--- src/design/temp_cfg_regs.svh ---
`ifndef TEMP_CFG_REGS_SVH
`define TEMP_CFG_REGS_SVH

// Register word offsets on the register port
`define ZONE_ACTION_OFFSET    8'h0C
`define PROTECT_SET_OFFSET    8'h0D

// temp_zone_charge_action fields
`define WARM_SEL_MSB          14
`define WARM_SEL_LSB          13
`define COOL_SEL_MSB          12
`define COOL_SEL_LSB          11
`define VDEC_MSB              10
`define VDEC_LSB              6
`define ISCALE_MSB            5
`define ISCALE_LSB            4

// temp_protect_setting fields
`define EXT_EN_BIT            15
`define EXT_ACT_BIT           13
`define EXT_THR_MSB           12
`define EXT_THR_LSB           10
`define THERM_EN_BIT          9
`define THERM_RSP_BIT         8

// Reset values
`define WARM_SEL_RST          2'h1
`define COOL_SEL_RST          2'h2
`define VDEC_RST              5'h10
`define ISCALE_RST            2'h1
`define EXT_EN_RST            1'h1
`define EXT_THR_RST           3'h4
`define THERM_EN_RST          1'h1

// Decrement step in mV per cell
`define VDEC_STEP_MV          16'h0014

`endif

--- src/design/temp_cfg_pkg.sv ---
package temp_cfg_pkg;

   typedef enum logic [1:0] {
      ACT_NONE = 2'h0,
      ACT_VOLT = 2'h1,
      ACT_CURR = 2'h2,
      ACT_BOTH = 2'h3
   } zone_action_t;

   typedef struct packed {
      zone_action_t warm_response_select;
      zone_action_t cool_response_select;
      logic [4:0]   full_voltage_decrement;
      logic [1:0]   cc_current_scale;
      logic         ext_sensor_enable;
      logic         ext_overtemp_response;
      logic [2:0]   ext_overtemp_threshold;
      logic         thermistor_protect_enable;
      logic         thermistor_response;
   } cfg_t;

endpackage

--- src/design/charge_target_calc.sv ---
`timescale 1ns/1ps
`include "temp_cfg_regs.svh"

module charge_target_calc (
   input  wire logic [15:0] battery_full_voltage,
   input  wire logic [15:0] cc_current_set,
   input  wire logic [1:0]  cell_count,
   input  wire logic [4:0]  full_voltage_decrement,
   input  wire logic [1:0]  cc_current_scale,
   input  wire logic        reduce_volt,
   input  wire logic        reduce_curr,
   output logic      [15:0] target_mv,
   output logic      [15:0] cc_eff_ma
);
   logic [15:0] dec_mv;
   logic [15:0] total_mv;
   logic [4:0]  shift;

   always_comb begin
      dec_mv   = 16'({11'h000, full_voltage_decrement} * `VDEC_STEP_MV);
      total_mv = 16'(dec_mv * {14'h0000, cell_count + 2'h0} + dec_mv);
      // Clamp at zero rather than wrap on a tiny programmed voltage
      if (!reduce_volt) begin
         target_mv = battery_full_voltage;
      end else if (total_mv > battery_full_voltage) begin
         target_mv = 16'h0000;
      end else begin
         target_mv = 16'(battery_full_voltage - total_mv);
      end
      shift = {3'h0, cc_current_scale} + 5'h01;
      if (reduce_curr) begin
         cc_eff_ma = cc_current_set >> shift;
      end else begin
         cc_eff_ma = cc_current_set;
      end
   end
endmodule

--- src/design/battery_temp_action_config.sv ---
// Behaviour
// - Warm response picks none, voltage, current or both, reset 01.
// - Cool response uses the same encoding in the cool zone, reset 10.
// - Decrement lowers full voltage 20 mV per cell per step, reset 320 mV.
// - Current scale divides charge current by 2, 4, 8 or 16, reset 01.
// - External sensor enable turns hot-spot sensing on or off, reset on.
// - External over-temperature interrupts, input regulation if response 1.
// - Power-up external response bit value loads from one-time memory.
// - Three-bit external threshold selects eight points, reset 100.
// - Thermistor protect enable turns zone protection on or off, reset on.
// - Any thermistor zone interrupts; reductions only when response is 1.
`timescale 1ns/1ps
`include "temp_cfg_regs.svh"

module battery_temp_action_config (
   input  wire logic                       core_clk,
   input  wire logic                       rst,
   input  wire logic                       wdt_reset,
   input  wire logic                       otp_ext_response,
   input  wire logic                       otp_ntc_response,
   input  wire logic                       reg_wr_en,
   input  wire logic                       reg_rd_en,
   input  wire logic [7:0]                 reg_addr,
   input  wire logic [15:0]                reg_wr_data,
   output logic      [15:0]                reg_rd_data,
   input  wire logic                       zone_warm_raw,
   input  wire logic                       zone_cool_raw,
   input  wire logic                       zone_hot_raw,
   input  wire logic                       zone_cold_raw,
   input  wire logic                       ext_overtemp_raw,
   input  wire logic [15:0]                battery_full_voltage,
   input  wire logic [15:0]                cc_current_set,
   input  wire logic [1:0]                 cell_count,
   output temp_cfg_pkg::cfg_t              cfg,
   output logic                            int_pulse,
   output logic                            iin_regulate,
   output logic                            volt_reduce,
   output logic                            curr_reduce,
   output logic      [15:0]                full_target_mv,
   output logic      [15:0]                cc_target_ma
);
   import temp_cfg_pkg::*;

   localparam int NZ = 5;

   typedef struct packed {
      cfg_t            cfg;
      logic [NZ-1:0]   sync1;
      logic [NZ-1:0]   sync2;
      logic [NZ-1:0]   prev;
      logic [15:0]     rd_data;
      logic            irq;
      logic            iin_reg;
      logic            vred;
      logic            cred;
      logic [15:0]     vtarget;
      logic [15:0]     itarget;
   } state_t;

   state_t      st_ff;
   state_t      nxt_st;
   logic [15:0] calc_v;
   logic [15:0] calc_i;
   logic        want_v;
   logic        want_i;
   logic [NZ-1:0] raw_zone;
   logic [NZ-1:0] rise;

   function automatic logic act_volt(input zone_action_t a);
      act_volt = (a == ACT_VOLT) || (a == ACT_BOTH);
   endfunction

   function automatic logic act_curr(input zone_action_t a);
      act_curr = (a == ACT_CURR) || (a == ACT_BOTH);
   endfunction

   function automatic logic [15:0] pack_action(input cfg_t c);
      pack_action = 16'h0000;
      pack_action[`WARM_SEL_MSB:`WARM_SEL_LSB] = c.warm_response_select;
      pack_action[`COOL_SEL_MSB:`COOL_SEL_LSB] = c.cool_response_select;
      pack_action[`VDEC_MSB:`VDEC_LSB]         = c.full_voltage_decrement;
      pack_action[`ISCALE_MSB:`ISCALE_LSB]     = c.cc_current_scale;
   endfunction

   function automatic logic [15:0] pack_protect(input cfg_t c);
      pack_protect = 16'h0000;
      pack_protect[`EXT_EN_BIT]                = c.ext_sensor_enable;
      pack_protect[`EXT_ACT_BIT]               = c.ext_overtemp_response;
      pack_protect[`EXT_THR_MSB:`EXT_THR_LSB]  = c.ext_overtemp_threshold;
      pack_protect[`THERM_EN_BIT]              = c.thermistor_protect_enable;
      pack_protect[`THERM_RSP_BIT]             = c.thermistor_response;
   endfunction

   ////////////////////////////////////////////////////////////////////////
   // Zone bits: 0 warm, 1 cool, 2 hot, 3 cold, 4 external hot spot

   assign raw_zone = {ext_overtemp_raw, zone_cold_raw, zone_hot_raw,
                      zone_cool_raw, zone_warm_raw};
   assign rise     = st_ff.sync2 & ~st_ff.prev;

   charge_target_calc charge_target_calc_i (
      .battery_full_voltage   (battery_full_voltage),
      .cc_current_set         (cc_current_set),
      .cell_count             (cell_count),
      .full_voltage_decrement (st_ff.cfg.full_voltage_decrement),
      .cc_current_scale       (st_ff.cfg.cc_current_scale),
      .reduce_volt            (want_v),
      .reduce_curr            (want_i),
      .target_mv              (calc_v),
      .cc_eff_ma              (calc_i)
   );

   ////////////////////////////////////////////////////////////////////////

   // Kept apart from the state block so the target path is not a loop
   always_comb begin
      want_v = 1'b0;
      want_i = 1'b0;

      // Warm wins if comparators ever overlap
      if (st_ff.cfg.thermistor_protect_enable &&
          st_ff.cfg.thermistor_response) begin
         if (st_ff.sync2[0]) begin
            want_v = act_volt(st_ff.cfg.warm_response_select);
            want_i = act_curr(st_ff.cfg.warm_response_select);
         end else if (st_ff.sync2[1]) begin
            want_v = act_volt(st_ff.cfg.cool_response_select);
            want_i = act_curr(st_ff.cfg.cool_response_select);
         end
      end
   end

   always_comb begin
      nxt_st = st_ff;

      nxt_st.sync1 = raw_zone;
      nxt_st.sync2 = st_ff.sync1;
      nxt_st.prev  = st_ff.sync2;

      nxt_st.irq = ((|rise[3:0]) &&
                    st_ff.cfg.thermistor_protect_enable) ||
                   (rise[4] && st_ff.cfg.ext_sensor_enable);
      nxt_st.iin_reg = st_ff.sync2[4] && st_ff.cfg.ext_sensor_enable &&
                       st_ff.cfg.ext_overtemp_response;
      nxt_st.vred    = want_v;
      nxt_st.cred    = want_i;
      nxt_st.vtarget = calc_v;
      nxt_st.itarget = calc_i;

      // Reserved bits are not stored and read back as zero
      if (reg_rd_en) begin
         case (reg_addr)
            `ZONE_ACTION_OFFSET: begin
               nxt_st.rd_data = pack_action(st_ff.cfg);
            end
            `PROTECT_SET_OFFSET: begin
               nxt_st.rd_data = pack_protect(st_ff.cfg);
            end
            default: begin
               nxt_st.rd_data = 16'h0000;
            end
         endcase
      end

      if (reg_wr_en) begin
         case (reg_addr)
            `ZONE_ACTION_OFFSET: begin
               nxt_st.cfg.warm_response_select = zone_action_t'(
                  reg_wr_data[`WARM_SEL_MSB:`WARM_SEL_LSB]);
               nxt_st.cfg.cool_response_select = zone_action_t'(
                  reg_wr_data[`COOL_SEL_MSB:`COOL_SEL_LSB]);
               nxt_st.cfg.full_voltage_decrement =
                  reg_wr_data[`VDEC_MSB:`VDEC_LSB];
               nxt_st.cfg.cc_current_scale =
                  reg_wr_data[`ISCALE_MSB:`ISCALE_LSB];
            end
            `PROTECT_SET_OFFSET: begin
               nxt_st.cfg.ext_sensor_enable =
                  reg_wr_data[`EXT_EN_BIT];
               nxt_st.cfg.ext_overtemp_response =
                  reg_wr_data[`EXT_ACT_BIT];
               nxt_st.cfg.ext_overtemp_threshold =
                  reg_wr_data[`EXT_THR_MSB:`EXT_THR_LSB];
               nxt_st.cfg.thermistor_protect_enable =
                  reg_wr_data[`THERM_EN_BIT];
               nxt_st.cfg.thermistor_response =
                  reg_wr_data[`THERM_RSP_BIT];
            end
            default: begin
            end
         endcase
      end

      // Watchdog restores only the fields it owns; it beats a same-cycle write
      if (wdt_reset) begin
         nxt_st.cfg.warm_response_select   = zone_action_t'(`WARM_SEL_RST);
         nxt_st.cfg.cool_response_select   = zone_action_t'(`COOL_SEL_RST);
         nxt_st.cfg.full_voltage_decrement = `VDEC_RST;
         nxt_st.cfg.cc_current_scale       = `ISCALE_RST;
         nxt_st.cfg.ext_overtemp_response  = otp_ext_response;
      end

      if (rst) begin
         nxt_st = '0;
         nxt_st.cfg.warm_response_select      = zone_action_t'(`WARM_SEL_RST);
         nxt_st.cfg.cool_response_select      = zone_action_t'(`COOL_SEL_RST);
         nxt_st.cfg.full_voltage_decrement    = `VDEC_RST;
         nxt_st.cfg.cc_current_scale          = `ISCALE_RST;
         nxt_st.cfg.ext_sensor_enable         = `EXT_EN_RST;
         // Synchronous reset, so the one-time memory level may load here
         nxt_st.cfg.ext_overtemp_response     = otp_ext_response;
         nxt_st.cfg.ext_overtemp_threshold    = `EXT_THR_RST;
         nxt_st.cfg.thermistor_protect_enable = `THERM_EN_RST;
         nxt_st.cfg.thermistor_response       = otp_ntc_response;
      end
   end

   always_ff @(posedge core_clk) begin
      st_ff <= nxt_st;
   end

   ////////////////////////////////////////////////////////////////////////

   assign reg_rd_data    = st_ff.rd_data;
   assign cfg            = st_ff.cfg;
   assign int_pulse      = st_ff.irq;
   assign iin_regulate   = st_ff.iin_reg;
   assign volt_reduce    = st_ff.vred;
   assign curr_reduce    = st_ff.cred;
   assign full_target_mv = st_ff.vtarget;
   assign cc_target_ma   = st_ff.itarget;
endmodule

--- config.mk ---
export PLATFORM = sky130hd
export DESIGN_NAME = battery_temp_action_config
export DESIGN_NICKNAME = d
export VERILOG_FILES = /design/src/design/temp_cfg_pkg.sv /design/src/design/charge_target_calc.sv /design/src/design/battery_temp_action_config.sv
export VERILOG_INCLUDE_DIRS = /design/src /design/src/design
export SDC_FILE = /design/constraint.sdc
export NUM_CORES = 1
export LEC_CHECK = 0
export BUFFER_PORTS_ARGS = -buffer_cell sky130_fd_sc_hd__clkbuf_2
export CORE_MARGIN = 10
export CORE_UTILIZATION = 53
export CTS_CLUSTER_DIAMETER = 80
export CTS_CLUSTER_SIZE = 10
export DETAILED_ROUTE_END_ITERATION = 6
export PLACE_DENSITY = 0.81
export SKIP_CTS_REPAIR_TIMING = 1
export SLEW_MARGIN = 20
export SYNTH_ARGS = -nofsm -noshare
export SYNTH_HDL_FRONTEND = slang
export SYNTH_SLANG_ARGS = --single-unit
--- constraint.sdc ---
create_clock -name core_clk -period 5.5 [get_ports core_clk]
set_clock_uncertainty 0.15 [all_clocks]
set_input_delay 0 -clock core_clk [delete_from_list [all_inputs] [get_ports core_clk]]
set_output_delay 0 -clock core_clk [all_outputs]
set_load 0.005 [all_outputs]
Word-level counts from Yosys, hierarchy flattened
Cells that the tools add are included.
{"block": "classes", "n_addsub": 3, "n_mul": 2, "magnitude_cmp": 1, "eq_ne": 8, "shift": 1, "muxes": 15, "bitwise_logic": 2, "n_reduce_logical": 20}
{"cell": "2-to-1 mux 73 bit", "count": 1}
{"cell": "2-to-1 mux 16 bit", "count": 4}
{"cell": "one-hot mux 16 bit (2 select lines)", "count": 1}
{"cell": "equality test 8 x 4 -> 1 bit, second input constant", "count": 2}
{"cell": "greater-than comparator 16 bit", "count": 1}
{"cell": "right shift 16 x 5 -> 16 bit", "count": 1}
{"cell": "subtractor 16 bit", "count": 1}
{"cell": "adder 12 x 10 -> 13 bit", "count": 1}
{"cell": "2-to-1 mux 6 bit", "count": 2}
{"cell": "multiplier 8 x 2 -> 10 bit", "count": 1}
{"cell": "equality test 2 bit, second input constant", "count": 4}
{"cell": "multiplier 5 x 3 -> 8 bit, second input constant", "count": 1}
{"cell": "AND reduction 2 bit", "count": 4}
{"cell": "2-to-1 mux 1 bit", "count": 7}
{"cell": "nonzero test 3 bit", "count": 2}
{"cell": "AND 5 bit", "count": 1}
{"cell": "logical AND 1 bit", "count": 5}
{"cell": "logical OR 1 bit", "count": 5}
{"cell": "NOT 5 bit", "count": 1}
{"cell": "equality test 2 x 1 -> 1 bit, second input constant", "count": 2}
{"cell": "nonzero test 2 bit", "count": 2}
{"cell": "OR reduction 4 bit", "count": 1}
{"cell": "adder 2 x 1 -> 3 bit, second input constant", "count": 1}
{"cell": "OR reduction 2 bit", "count": 1}
{"block": "totals", "regBits": 85, "input_bits": 70, "out_inout_bits": 70, "word_cells": 71}

Depth between registers and ports, before layout
{"block": "depth", "ltp_word": 7, "depth_mapped": 24, "ltp_nobuf": 23}

By module
Synthesis repeated with hierarchy kept, for this count alone.
{"block": "hier_totals", "cells_unflattened": 586, "hier_area_um2": 5365.1}
{"mod": "battery_temp_action_config", "n_inst": 1, "cells_per_inst": 324, "area_each_um2": 3263.1, "seq_area_each_um2": 1641.6}
{"mod": "charge_target_calc", "n_inst": 1, "cells_per_inst": 262, "area_each_um2": 2102.0, "seq_area_each_um2": 0.0}

Worst setup path before layout
No wires, ideal clock.
{"block": "synth_path", "kind": "flip-flop to flip-flop", "from": "reg st_ff, in the netlist cfg[10]", "to": "reg st_ff, in the netlist full_target_mv[12]", "setup_time_ps": 70, "t_arrival_ps": 4557, "t_required_ps": 5280, "slack_ps": 723, "stages_incl_launch_ff": 22, "path_buffers": 0, "synth_period_minus_slack_ps": 4777, "path_cell_list": "dfxtp_1 ha_1 ha_1 fa_1 xor2_1 and2_1 ha_1 a21boi_1 o31a_1 a21oi_1 ha_1 nor2_1 nor2_1 o41ai_2 a221oi_1 o311ai_1 ha_1 a21o_1 a2bb2oi_2 nand2_1 or3_1 a21oi_1"}
{"block": "synth_between", "elab_chain_cells": 6, "elab_cells_between_ends": 7, "classes_between": "add/sub: 2; mul: 2; order compare: 1; mux: 2"}
{"element": "start: declaration", "line_no": "battery_temp_action_config.sv:60", "text": "state_t st_ff;"}
{"element": "start signal: assignment", "line_no": "battery_temp_action_config.sv:219", "text": "st_ff <= nxt_st;"}
{"element": "multiplier 5 x 3 -> 8 bit (no source line) *"}
{"element": "multiplier 8 x 2 -> 10 bit", "line_no": "charge_target_calc.sv:21", "text": "total_mv = 16'(dec_mv * {14'h0000, cell_count + 2'h0} + dec_mv);"}
{"element": "adder 12 x 10 -> 13 bit *", "line_no": "charge_target_calc.sv:21"}
{"element": "subtractor 16 bit / greater-than comparator 16 bit (equally long branches)", "line_no": "charge_target_calc.sv:28, charge_target_calc.sv:25"}
{"element": "2-to-1 mux 16 bit *", "line_no": "charge_target_calc.sv:25", "text": "end else if (total_mv > battery_full_voltage) begin"}
{"element": "2-to-1 mux 16 bit *", "line_no": "charge_target_calc.sv:23", "text": "if (!reduce_volt) begin"}
Mark *: on every way between the ends. The rest lies on a longest branch, timed or not.
A chain may end at the register's enable or synchronous reset.

Final worst setup path
{"block": "layout_path", "from": "reg st_ff, in the netlist cfg[12]", "to": "reg st_ff, in the netlist full_target_mv[12]"}
Same word-level chain as after synthesis.

==> results_dict.tcl <==
set metrics [dict create \
    setup_viol 0 \
    grt_overflow_total 0 \
    power_density_nw_per_um2 198 \
    dpl.hpwl_mm 9.77 \
    cts_buffer_depth 2 \
    critPathRequiredTime_ps 5610 \
    nets 824 \
    rsz0062_at_grt "false" \
    cp-start-kind "flop" \
    cts_sinks 81 \
    yosys_most_used_dff "dfxtp_1" \
    violations "negative hold slack" \
    status "complete, but fails checks" \
    grt_max_degree 36 \
    critical_path_class "flop to flop" \
    synth_seq_area_share 0.321 \
    final.fill_count 756 \
    vias 4438 \
    core_um2 9330 \
    reg2reg_from "cfg[12]" \
    synth_edf_count 2 \
    syn_area_um2 5110 \
    cp-startpoint "cfg[12]" \
    fin_area_um2 6240 \
    dieArea_um2 14000 \
    ys.warnings.count 0 \
    syn_inst 592 \
    slew_headroom 0.357 \
    io_buffer_count 131 \
    slew_violations 0 \
    hold_viol 2 \
    r2r_setup_slack_ps 430 \
    yosys_register_bits 81 \
    start_util 0.548 \
    async_flop_share 0 \
    numCtsBuffers 9 \
    period_needed_ps 5070 \
    holdWs_ps -44.2 \
    wl_per_cell_um 15.6 \
    rows 35 \
    worstHoldStart "reg_addr[0]" \
    p_leak_nw 2.87 \
    antenna_found_initial 1 \
    hold_class "input pin to flop" \
    vdd_drop_max_mv 0.148 \
    track_usage 0.173 \
    drive_gt1_frac 0.267 \
    cts_tree "built" \
    synth.distinct_cells 64 \
    placedInstanceArea_um2 5370 \
    wirelength_mm 13.4 \
    drt_iter0_drc 260 \
    drc 0 \
    postRouteAntennaNets 0 \
    power_mw 1.24 \
    cts.root.buffer_cell "clkbuf_8" \
    grt_pass1_vias 4397 \
    end_kind "flop" \
    dieWidth_um 118 \
    min_period_over_period 0.922 \
    critPathArrivalTime_ps 5180 \
    clk_pin_slew_ps 80 \
    area_growth_pct 22.2 \
    cap_violations 0 \
    setup-tns-final_ps 0 \
    place_congestion 0.847 \
    critPathMaxFanout 5 \
    io_pins 140 \
    vias_per_cell 5.20 \
    die_y_um 118 \
    dr.pass1.iters 5 \
    syn_area_per_cell_um2 8.63 \
    fmax_ghz 0.197 \
    tightest_slew_ps 962 \
    h-tree-depth 3 \
    grt_pass1_wl_mm 20.8 \
    clock_latency_ps 340 \
]
cells in the mapped netlist, types with 5 or more instances:
master	number	area share
nor2_1	43	0.032
nor2b_1	32	0.039
nand3_1	10	0.0098
clkbuf_1	11	0.0081
a21oi_1	54	0.053
buf_4	66	0.097
nand2_1	66	0.048
nand2b_1	7	0.0086
a21o_1	6	0.0088
dfxtp_1	79	0.31
inv_1	21	0.015
xnor2_1	13	0.022
o21ai_0	16	0.016
mux2_2	6	0.013
xor2_1	5	0.0086
and2_1	19	0.023
a22o_1	5	0.0086
nor3_1	7	0.0069
ha_1	31	0.076
mux4_2	11	0.048
or3_1	5	0.0061
final cells by class:
| type | count | area, µm² | area share |
|---|---|---|---|
| diodes | 1 | 2.50 | 0.000401 |
| multi-input cells | 406 | 2840 | 0.455 |
| clock buffers | 11 | 141 | 0.0226 |
| flip-flops and latches | 81 | 1650 | 0.263 |
| inverters | 21 | 78.8 | 0.0126 |
| clock inverters | 5 | 37.5 | 0.00601 |
| well taps | 129 | 161 | 0.0258 |
| repair buffers | 200 | 1330 | 0.214 |
report_power, final:
part	switching, mW	internal (mW)	total, mW
registers	0.00797	0.610	0.618
logic	0.105	0.113	0.217
clock network	0.222	0.179	0.401
state kept, by name, summed over array words and instances, names as in the netlist:
name	flops
curr_reduce	1
st_ff	15
reg_rd_data	12
full_target_mv	16
int_pulse	1
cfg	18
cc_target_ma	16
volt_reduce	1
iin_regulate	1
stage by stage:
stage / hold slack [ps] / utilization / std cells / worst slack [ps]
finish: -44.2 / 0.669 / 854 / 429
global route: 0.621 / 0.669 / 854 / 3.78
CTS: -307 / 0.595 / 788 / 190
detailed placement: 62.5 / 0.576 / 772 / 236
global placement: 56.0 / 0.576 / 772 / 463
floorplan: -28.3 / - / 595 / 723
layout by cell type (no fill, tap or decap), types with 4 or more instances in the layout:
cell / instances
dfxtp_1: 76
xor2_1: 4
nor2_1: 43
a21o_1: 6
a22o_1: 5
clkbuf_2: 131
or3_1: 5
inv_1: 21
clkbuf_8: 10
mux2_2: 6
xnor2_1: 13
a211oi_1: 4
mux2i_1: 4
nand3_1: 10
o21ai_0: 15
nand2_1: 66
buf_4: 5
ha_1: 28
dlygate4sd3_1: 64
mux4_2: 11
o21a_1: 4
nand2b_1: 7
a21oi_1: 53
conb_1: 4
and2_1: 19
nor2b_1: 32
nor3_1: 7
per-layer routing:
metal	part of all wire	GRT usage	vias up
met3	0.063	0.0495	16
met1	0.40	0.200	2058
li1	-	-	2211
met2	0.52	0.306	153
met5	0	0	-
met4	0.017	0.0456	0
worst max-delay path, cell delays in order (launching register included):
cell and delay (ps):
dfxtp_2 350, ha_1 290, ha_1 240, fa_2 380, xor2_2 200, and2_1 170
ha_1 320, a21boi_4 210, nor2_1 70, ha_1 320, o21ai_0 110, o21ai_2 110
o21ai_0 160, nand2b_1 90, xnor2_1 160, ha_2 330, a21oi_2 180, o21ai_1 120
o21ai_2 210, a2bb2oi_2 220, nand2_1 100, or3_1 380, a21oi_1 130
final timing paths:
| check | depth (start not counted) | to |
|---|---|---|
| setup / recovery | 22 | full_target_mv[12] |
| hold / removal | 3 | reg_rd_data[15] |
| setup reg to reg | 22 | full_target_mv[12] |
| hold reg to reg | 2 | st_ff[55] |
cells by family (layout without fill, tap and decap cells):
logic type | after synthesis | in the layout | synth area share
adder cells (fa/ha/maj) | 35 | 35 | 0.0916
multiplexers | 21 | 21 | 0.0696
flip-flops | 81 | 81 | 0.321
buffers and inverters | 108 | 237 | 0.132
other | 1 | 5 | 0.000734
AO/OA/AOI/OAI | 116 | 116 | 0.143
XOR/XNOR | 18 | 18 | 0.0309
AND/OR/NAND/NOR | 212 | 212 | 0.211
Note: power is estimated with default switching activity, not from simulation.
